File: src/include/pc_stack_pkg.sv
package pc_stack_pkg;
  // program counter width and stack capacity
  localparam int unsigned PC_W        = 12;
  localparam int unsigned STACK_DEPTH = 30;
  localparam int unsigned SP_W        = 5;
  // value after reset
  localparam logic [11:0] PC_RESET    = 12'h000;
  localparam logic [4:0]  SP_RESET    = 5'h00;
  // cycles taken by the combined load-and-return operation
  localparam int unsigned LOADRET_CYCLES = 2;
  // operation codes presented by the instruction decoder
  typedef enum logic [3:0] {
    OP_NONE     = 4'h0,
    OP_CALL     = 4'h1,
    OP_CALL_IND = 4'h2,
    OP_RETURN   = 4'h3,
    OP_INT_RET  = 4'h4,
    OP_LOAD_RET = 4'h5,
    OP_INTR     = 4'h6,
    OP_JUMP     = 4'h7
  } op_t;
endpackage

File: src/design/pc_stack.sv
`timescale 1ns/1ps
// Overview of operation
// - return pops, increments, loads program counter
// - return on empty stack forces reset
// - interrupt pushes; interrupt_return pops it
// - thirty levels, software keeps calls paired
// - returns unwind strictly last in first out
// - indirect call pushes, jumps to register pair
// - target is low nibble plus second byte
// - push beyond capacity forces reset
// - false condition leaves stack, advances by one (interrupt_return, load-and-return pop regardless)
// - load-and-return writes constant over two cycles
module pc_stack #(
  parameter int unsigned DEPTH = pc_stack_pkg::STACK_DEPTH
) (
  // clock and reset
  input  wire logic        clk_i,
  input  wire logic        arst_n_i,
  // decoded operation, one per valid pulse
  input  wire logic        op_valid_i,
  input  wire logic [3:0]  op_i,
  input  wire logic        cond_true_i,
  input  wire logic [11:0] target_i,
  input  wire logic [7:0]  first_operand_register_i,
  input  wire logic [7:0]  second_operand_register_i,
  input  wire logic [3:0]  dest_reg_i,
  input  wire logic [7:0]  constant_i,
  // results
  output logic [11:0]      program_counter_o,
  output logic             busy_o,
  output logic             reg_we_o,
  output logic [3:0]       reg_addr_o,
  output logic [7:0]       reg_data_o,
  output logic             internal_reset_o,
  output logic [4:0]       depth_o
);

  logic [11:0] stack_mem [DEPTH];
  logic [11:0] program_counter_r;
  logic [4:0]  sp_r;
  logic        busy_r;
  logic        reg_we_r;
  logic [3:0]  reg_addr_r;
  logic [7:0]  reg_data_r;
  logic        int_rst_r;
  pc_stack_pkg::op_t op;
  logic        go;
  logic        is_push;
  logic        is_pop;
  logic        overflow;
  logic        underflow;
  logic [11:0] top_plus;

  // 12-bit increment without width growth
  function automatic logic [11:0] inc12(input logic [11:0] v);
    inc12 = v + 12'h001;
  endfunction

  // decode of the requested operation
  always_comb begin
    op      = pc_stack_pkg::op_t'(op_i);
    go      = op_valid_i && !busy_r && !int_rst_r;
    is_push = go && cond_true_i &&
              (op == pc_stack_pkg::OP_CALL || op == pc_stack_pkg::OP_CALL_IND
               || op == pc_stack_pkg::OP_INTR);
    is_pop  = go && (cond_true_i || op == pc_stack_pkg::OP_LOAD_RET
               || op == pc_stack_pkg::OP_INT_RET) &&
              (op == pc_stack_pkg::OP_RETURN || op == pc_stack_pkg::OP_INT_RET
               || op == pc_stack_pkg::OP_LOAD_RET);
    overflow  = is_push && (sp_r == 5'(DEPTH));
    underflow = is_pop && (sp_r == pc_stack_pkg::SP_RESET);
    // an empty stack reads no entry: the underflow path restarts instead
    top_plus  = (sp_r == pc_stack_pkg::SP_RESET) ? 12'h000
                : inc12(stack_mem[sp_r - 5'h01]);
  end

  // internal reset pulse on stack fault
  always_ff @(posedge clk_i or negedge arst_n_i) begin
    if (!arst_n_i) begin
      int_rst_r <= 1'b0;
    end else begin
      int_rst_r <= overflow || underflow;
    end
  end

  // stack pointer; fault or reset empties it
  always_ff @(posedge clk_i or negedge arst_n_i) begin
    if (!arst_n_i) begin
      sp_r <= pc_stack_pkg::SP_RESET;
    end else if (int_rst_r || overflow || underflow) begin
      sp_r <= pc_stack_pkg::SP_RESET;
    end else if (is_push) begin
      sp_r <= sp_r + 5'h01;
    end else if (is_pop) begin
      sp_r <= sp_r - 5'h01;
    end
  end

  // stack storage, thirty entries
  always_ff @(posedge clk_i) begin
    if (is_push && !overflow) begin
      stack_mem[sp_r] <= program_counter_r;
    end
  end

  // program counter update
  always_ff @(posedge clk_i or negedge arst_n_i) begin
    if (!arst_n_i) begin
      program_counter_r <= pc_stack_pkg::PC_RESET;
    end else if (int_rst_r || overflow || underflow) begin
      program_counter_r <= pc_stack_pkg::PC_RESET;
    end else if (is_pop) begin
      program_counter_r <= top_plus;
    end else if (is_push) begin
      if (op == pc_stack_pkg::OP_CALL_IND) begin
        // low nibble of first, all of second
        program_counter_r <= {first_operand_register_i[3:0],
                              second_operand_register_i};
      end else begin
        program_counter_r <= target_i;
      end
    end else if (go && op != pc_stack_pkg::OP_NONE) begin
      program_counter_r <= (op == pc_stack_pkg::OP_JUMP && cond_true_i)
                           ? target_i : inc12(program_counter_r);
    end
  end

  // load-and-return register write and second cycle
  always_ff @(posedge clk_i or negedge arst_n_i) begin
    if (!arst_n_i) begin
      busy_r     <= 1'b0;
      reg_we_r   <= 1'b0;
      reg_addr_r <= 4'h0;
      reg_data_r <= 8'h00;
    end else begin
      busy_r   <= go && op == pc_stack_pkg::OP_LOAD_RET && !underflow;
      reg_we_r <= go && op == pc_stack_pkg::OP_LOAD_RET && !underflow;
      if (go && op == pc_stack_pkg::OP_LOAD_RET) begin
        reg_addr_r <= dest_reg_i;
        reg_data_r <= constant_i;
      end
    end
  end

  // outputs straight from flip-flops
  always_comb begin
    program_counter_o = program_counter_r;
    busy_o            = busy_r;
    reg_we_o          = reg_we_r;
    reg_addr_o        = reg_addr_r;
    reg_data_o        = reg_data_r;
    internal_reset_o  = int_rst_r;
    depth_o           = sp_r;
  end

  // checks
  a_underflow_reset: assert property (@(posedge clk_i) disable iff (!arst_n_i)
    underflow |=> int_rst_r && program_counter_r == 12'h000)
    else $error("underflow did not reset");
  a_overflow_reset: assert property (@(posedge clk_i) disable iff (!arst_n_i)
    overflow |=> int_rst_r && sp_r == 5'h00)
    else $error("overflow did not reset");
  a_return_target: assert property (@(posedge clk_i) disable iff (!arst_n_i)
    is_pop && !underflow |=> program_counter_r == $past(top_plus))
    else $error("return target wrong");
  a_push_depth: assert property (@(posedge clk_i) disable iff (!arst_n_i)
    is_push && !overflow |=> sp_r == $past(sp_r) + 5'h01)
    else $error("push did not grow stack");
  a_lifo_pop: assert property (@(posedge clk_i) disable iff (!arst_n_i)
    is_pop && !underflow |=> sp_r == $past(sp_r) - 5'h01)
    else $error("pop did not shrink stack");
  a_depth_limit: assert property (@(posedge clk_i) disable iff (!arst_n_i)
    sp_r <= 5'(DEPTH))
    else $error("stack depth beyond capacity");
  a_indirect_target: assert property (@(posedge clk_i) disable iff (!arst_n_i)
    is_push && !overflow && op == pc_stack_pkg::OP_CALL_IND |=>
    program_counter_r == {$past(first_operand_register_i[3:0]),
                          $past(second_operand_register_i)})
    else $error("indirect target wrong");
  a_cond_false: assert property (@(posedge clk_i) disable iff (!arst_n_i)
    go && !cond_true_i && (op == pc_stack_pkg::OP_CALL ||
    op == pc_stack_pkg::OP_RETURN) |=> sp_r == $past(sp_r) &&
    program_counter_r == $past(program_counter_r) + 12'h001)
    else $error("false condition touched stack");
  a_loadret_busy: assert property (@(posedge clk_i) disable iff (!arst_n_i)
    go && op == pc_stack_pkg::OP_LOAD_RET && !underflow |=>
    busy_r && reg_we_r ##1 !busy_r)
    else $error("load-and-return timing wrong");
  // refused operations while busy leave the stack and counter alone
  a_busy_holds: assert property (@(posedge clk_i)
    disable iff (!arst_n_i)
    busy_r |=> program_counter_r == $past(program_counter_r) &&
    sp_r == $past(sp_r))
    else $error("operation accepted while busy");
  a_loadret_data: assert property (@(posedge clk_i)
    disable iff (!arst_n_i)
    go && op == pc_stack_pkg::OP_LOAD_RET && !underflow |=>
    reg_addr_r == $past(dest_reg_i) && reg_data_r == $past(constant_i))
    else $error("load-and-return write wrong");
  // internal reset is a single pulse with the stack already emptied
  a_fault_single: assert property (@(posedge clk_i)
    disable iff (!arst_n_i)
    int_rst_r |=> !int_rst_r)
    else $error("internal reset longer than one cycle");
  a_fault_state: assert property (@(posedge clk_i)
    disable iff (!arst_n_i)
    int_rst_r |-> program_counter_r == 12'h000 && sp_r == 5'h00)
    else $error("internal reset left state behind");
  c_nested_call: cover property (@(posedge clk_i) disable iff (!arst_n_i)
    is_push ##1 is_push);
  c_full_stack: cover property (@(posedge clk_i) disable iff (!arst_n_i)
    sp_r == 5'(DEPTH));
  c_underflow: cover property (@(posedge clk_i) disable iff (!arst_n_i)
    underflow);
  c_loadret: cover property (@(posedge clk_i) disable iff (!arst_n_i)
    reg_we_r);
  c_indirect: cover property (@(posedge clk_i) disable iff (!arst_n_i)
    is_push && op == pc_stack_pkg::OP_CALL_IND);

endmodule

File: config.mk
export PLATFORM = sky130hd
export DESIGN_NAME = pc_stack
export DESIGN_NICKNAME = d
export VERILOG_FILES = /design/src/include/pc_stack_pkg.sv /design/src/design/pc_stack.sv
export SDC_FILE = /design/constraint.sdc
export NUM_CORES = 1
export LEC_CHECK = 0
export BUFFER_PORTS_ARGS = -buffer_cell sky130_fd_sc_hd__buf_2
export CORE_MARGIN = 10
export CORE_UTILIZATION = 50
export DETAILED_ROUTE_END_ITERATION = 10
export PLACE_DENSITY = 0.7
export SETUP_SLACK_MARGIN = 0.15
export SLEW_MARGIN = 20
export SYNTH_ARGS = -nofsm -noshare
export SYNTH_HDL_FRONTEND = slang
export SYNTH_SLANG_ARGS = --single-unit
File: constraint.sdc
create_clock -name clk_i -period 4.64 [get_ports clk_i]
set_clock_uncertainty 0.1 [all_clocks]
set_input_delay 0.464 -clock clk_i [delete_from_list [all_inputs] [get_ports clk_i]]
set_output_delay 0.464 -clock clk_i [all_outputs]
set_load 0.01 [all_outputs]
# Yosys cells after proc, flatten, opt, wreduce, memory -nomap -nowiden
# Memory sizes are Yosys's and may differ from the RTL's.
# Cells that the tools add are included.
classes:
  n_reduce_logical: 30
  n_mux: 12
  addsub: 4
  n_eq_ne: 8
ops:
  columns: ["op", "n"]
  rows:
  - ["2-to-1 mux 12 bit", 7]
  - ["adder 12 x 1 -> 12 bit, second input constant", 2]
  - ["== test 4 x 3 -> 1 bit, second input constant", 4]
  - ["2-to-1 mux 5 bit", 3]
  - ["logical AND 1 bit", 13]
  - ["logical OR 1 bit", 9]
  - ["== test 4 x 2 -> 1 bit, second input constant", 2]
  - ["nonzero test 4 bit", 2]
  - ["adder 5 x 1 -> 5 bit, second input constant", 1]
  - ["== test 5 bit, second input constant", 1]
  - ["logical NOT 5 bit", 1]
  - ["subtractor 5 x 1 -> 5 bit, second input constant", 1]
  - ["== test 4 x 1 -> 1 bit, second input constant", 1]
  - ["logical NOT 1 bit", 4]
  - ["nonzero test 3 bit", 1]
  - ["2-to-1 mux 1 bit", 2]
word_totals:
  ram_bits: 360
  output_inout_bits: 32
  ff_bits: 31
  elab_cells: 61
  n_memories: 1
  in_bits: 48
mem_list:
  columns: ["name", "words", "width", "rd", "rd_ports_with_merged_regs", "wr", "line", "source"]
  rows:
  - ["stack_mem", 30, 12, 1, 0, 1, "pc_stack.sv:38", "logic [11:0] stack_mem [DEPTH];"]

# Depth between registers and ports, before layout
depth:
  word_depth: 10
  depth_mapped: 21
  mapped_depth_nobuf: 11

# Least setup slack after synthesis
# OpenSTA, ideal clock, no wires.
synth_path:
  path_kind: "reg-to-reg"
  start: "register sp_r[0] (netlist: depth_o[0])"
  end: "register program_counter_r[10] (netlist: program_counter_o[10])"
  n_path_buf: 7
  arrival_time_ps: 4223
  slack_ps: 231
  required_ps: 4453
  stages_incl_launch_ff: 19
  setup_ps: 87
  synth_period_minus_slack_ps: 4409
  path_cell_list: "dfrtp_1 -> buf_6 -> buf_12 -> buf_12 -> buf_8 -> buf_4 -> inv_2 -> ha_1 -> buf_4 -> buf_2 -> mux4_2 -> inv_2 -> mux4_1 -> a221oi_4 -> ha_1 -> inv_1 -> or3_1 -> o311a_1 -> a211oi_2"
synth_via:
  elab_chain_cells: 6
  elab_cells_between_ends: 13
  cone_classes: "add/sub (2); eq/ne (1); mux (3); reduce/logical (6); memory (1)"
synth_rtl:
  columns: ["item", "line", "source"]
  rows:
  - ["start: declaration", "pc_stack.sv:40", "logic [4:0] sp_r;"]
  - ["start signal: assignment", "pc_stack.sv:89", "sp_r <= pc_stack_pkg::SP_RESET;"]
  - ["start signal: assignment", "pc_stack.sv:91", "sp_r <= pc_stack_pkg::SP_RESET;"]
  - ["start signal: assignment", "pc_stack.sv:93", "sp_r <= sp_r + 5'h01;"]
  - ["subtractor 5 x 1 -> 5 bit", "pc_stack.sv:74", ": inc12(stack_mem[sp_r - 5'h01]);"]
  - ["memory read (30 x 12 bit)", null, null]
  - ["adder 12 x 1 -> 12 bit", "pc_stack.sv:56", "inc12 = v + 12'h001;"]
  - ["2-to-1 mux 12 bit", "pc_stack.sv:73", "top_plus = (sp_r == pc_stack_pkg::SP_RESET) ? 12'h000"]
  - ["2-to-1 mux 12 bit", "pc_stack.sv:112", "end else if (is_pop) begin"]
  - ["2-to-1 mux 12 bit", "pc_stack.sv:110", "end else if (int_rst_r || overflow || underflow) begin"]
  - ["end signal: assignment", "pc_stack.sv:109", "program_counter_r <= pc_stack_pkg::PC_RESET;"]
  - ["end signal: assignment", "pc_stack.sv:111", "program_counter_r <= pc_stack_pkg::PC_RESET;"]
  - ["end signal: assignment", "pc_stack.sv:113", "program_counter_r <= top_plus;"]
  - ["end: declaration", "pc_stack.sv:39", "logic [11:0] program_counter_r;"]
# Parallel ways exist; a longest one is shown, timed or not.
# A chain may end at the register's enable or synchronous reset.

# Final worst setup path
# Ends and elaborated chain as after synthesis.

==> results.toml <==
[sta]
finalCriticalPeriod_ns = 4.203
finalSetupViolations = 0
drv_slew = 0
slew_headroom_pct = 26.50
hold_viol = 0
worstMarginPinSlew_ns = 1.099
fin_crit_sh_pct = 90.59
tns_ns = 0
layout_setup_ws_ns = 0.4367
fmax_ghz = 0.2379
fin_hold_ws_ns = 0.07227
rsz0062_at_grt = "false"

[detailed_routing]
drcViolationCount = 0
dr_total_vias = 9056
wl_per_cell_um = 25.14
dr.pass1.iters = 5
vias_per_cell = 5.966
antenna_left = 0
routed_wl_um = 38160
drt_iter0_markers = 900

[clocking]
cts.sinks = 391
cts_tree = "yes"
postCtsHoldBufs = 1
cts_resized = 0
numCtsBuffers = 40
cts_root_buffer = "clkbuf_16"
cts_setup_buffers = 0
clock_latency_ns = 0.53
cts.htree.levels = 2
clkSlewWorstSetupHoldPaths_ns = 0.06
clock_path_buffers = 3

[die]
die-width_um = 201.5
die_y_um = 201.5
initial_core_util_pct = 50.65
die_area_mm2 = 0.04062
fp-row-count = 66
io_pins = 80
core-area_mm2 = 0.03254

[power]
finalPower_mw = 13.45
irDropWorstVdd_mv = 0.5181
p_int_mw = 8.330
clkPwrFrac_pct = 21.9
comb_power_share_pct = 43.9
p_leak_nw = 6.348
power.share.switching_pct = 38.08
seqPwrFrac_pct = 34.2
power_density_mw_per_mm2 = 717.5
switching_power_mw = 5.124

[final_layout]
post-route-util_pct = 57.63
diodes = 0
layout_commonest_cell = "edfxtp_1"
syn_to_final_growth_pct = 13.79
layout_common_cells = "edfxtp_1, mux4_2, buf_2"
drive_gt1_share_pct = 28.35
nets = 1101

[yosys]
yosys.area.top_type = "edfxtp_1"
synth_cell_types = 77
netlist_instances = 924
syn_nets = 979
async_flop_share_pct = 7.928
ys_ff_latch = 391
yosysTopAreaCellShare_pct = 65.60
yosys_most_used_dff = "edfxtp_1"
ys.warnings.count = 0
synthTopCellsByArea = "edfxtp_1, mux4_2, dfrtp_1"
syn_avg_cell_area_um2 = 17.84
syn_area_mm2 = 0.01648
ys_seq_area_share_pct = 70.31
synth_edf_count = 360

[critical_path]
slowest_delay_ns = 0.52
cp-start-kind = "flop"
crit_path_max_fanout = 34
crit_path_end_kind = "flop"
crit_chain = "inv_2 > ha_1 > xor2_4 > buf_4 > mux2i_1 > o311a_1 > a311oi_4 > ha_1 > inv_1 > or3_1 > o311a_1 > a211oi_2"
cp_slowest_cell = "buf_4"
crit_required_ns = 4.98
cp.arrival_ns = 4.54
critPathKind = "reg -> reg"
r2r_slack_ns = 0.44

[grt]
grt_use_total_pct = 18.66
antenna_found_initial = 0
grt_pass1_vias = 9057
gr-total-overflow = 0
grt_first_pass_wirelength_um = 58080
grt_start_max_net_pins = 111

[placement]
gp_congestion = 0.8977
place_ws_ns = 0.5122
place.detailed.hpwl_um = 23660
portBuffers = 75

[status]
outcome = "complete, no violations"

[flow_run]
drv_cap = 0

[min_path]
holdCritPathClass = "in -> reg"
==> layer usage <==
layer | wire length, um | part of all wire (%) | GRT usage (%)
met2 | 18680 | 49 | 29.91
met3 | 2462 | 6.5 | 3.116
met4 | 570 | 1.5 | 4.081
met5 | 0 | 0 | 0
met1 | 16450 | 43 | 26.38
==> kinds of logic (layout without fill, tap and decap cells) <==
kind of cell | count (synthesis) | after routing | share of synthesized area, %
flops | 391 | 391 | 70.31
simple gates | 196 | 196 | 5.884
mux | 129 | 129 | 14.38
compound gates | 116 | 116 | 5.285
buf+inv | 63 | 215 | 2.308
xor+xnor | 22 | 22 | 1.306
fa+ha+maj | 7 | 7 | 0.5314
==> sequential cells by signal, indices dropped and copies added, names as in the netlist <==
name	count
internal_reset_o	1
stack_mem	360
depth_o	5
reg_data_o	8
program_counter_o	12
reg_addr_o	4
reg_we_o	1
==> worst max-delay path, delay by kind of cell, from the launching register on <==
family	cells	cell delay, ns
flip-flops	1	0.49
XOR/XNOR	1	0.33
buffers and inverters	3	0.75
multiplexers	1	0.20
AO/OA/AOI/OAI	4	1.12
adder cells (fa/ha/maj)	2	0.69
AND/OR/NAND/NOR	1	0.42
==> area by class of cell <==
class / instances / area (um2)
clock buffer: 54 / 1054
clock inverter: 18 / 140.1
fill: 2501 / 13780
inverter: 15 / 56.30
multi-input combinational: 470 / 4557
sequential: 391 / 11590
tap: 442 / 553.0
timing repair buffer: 128 / 800.8
==> Yosys cell counts, types with 8 or more instances <==
master	n
a211oi_1	11
a21oi_1	22
buf_2	11
buf_4	9
clkbuf_1	17
dfrtp_1	31
edfxtp_1	360
inv_1	12
mux2_2	19
mux2i_1	26
mux4_2	83
nand2_1	57
nand3_1	13
nor2_1	59
nor2b_1	8
nor3_1	12
o21ai_0	16
o22ai_1	8
xnor2_1	13
==> power by group through the flow <==
stage	Sequential, mW	Combinational [mW]	Clock (mW)
after global placement	4.66	5.83	0
after floorplan	4.84	3.78	0
after CTS	4.60	5.91	2.99
after detailed placement	4.67	5.88	0
after global routing	4.62	6.30	3.14
final	4.60	5.91	2.94
==> final timing paths <==
kind / startpoint / end / depth (start not counted)
min in group asynchronous: arst_n_i / depth_o[3]$_DFFE_PN0P_ / 2
max reg2reg: depth_o[0]$_DFFE_PN0P_ / program_counter_o[10]$_DFFE_PN0P_ / 12
min: dest_reg_i[0] / reg_addr_o[0]$_DFFE_PN0P_ / 2
max in group asynchronous: arst_n_i / depth_o[0]$_DFFE_PN0P_ / 2
max: depth_o[0]$_DFFE_PN0P_ / program_counter_o[10]$_DFFE_PN0P_ / 12
min reg2reg: reg_addr_o[1]$_DFFE_PN0P_ / reg_addr_o[1]$_DFFE_PN0P_ / 1
==> stage by stage <==
step,cell area (um2),std cells
floorplan,16480,924
global route,18750,1518
detailed placement,17550,1445
CTS,18750,1518
finish,18750,1518
global placement,17550,1445
No activity file was read; power rests on OpenSTA's default activity.
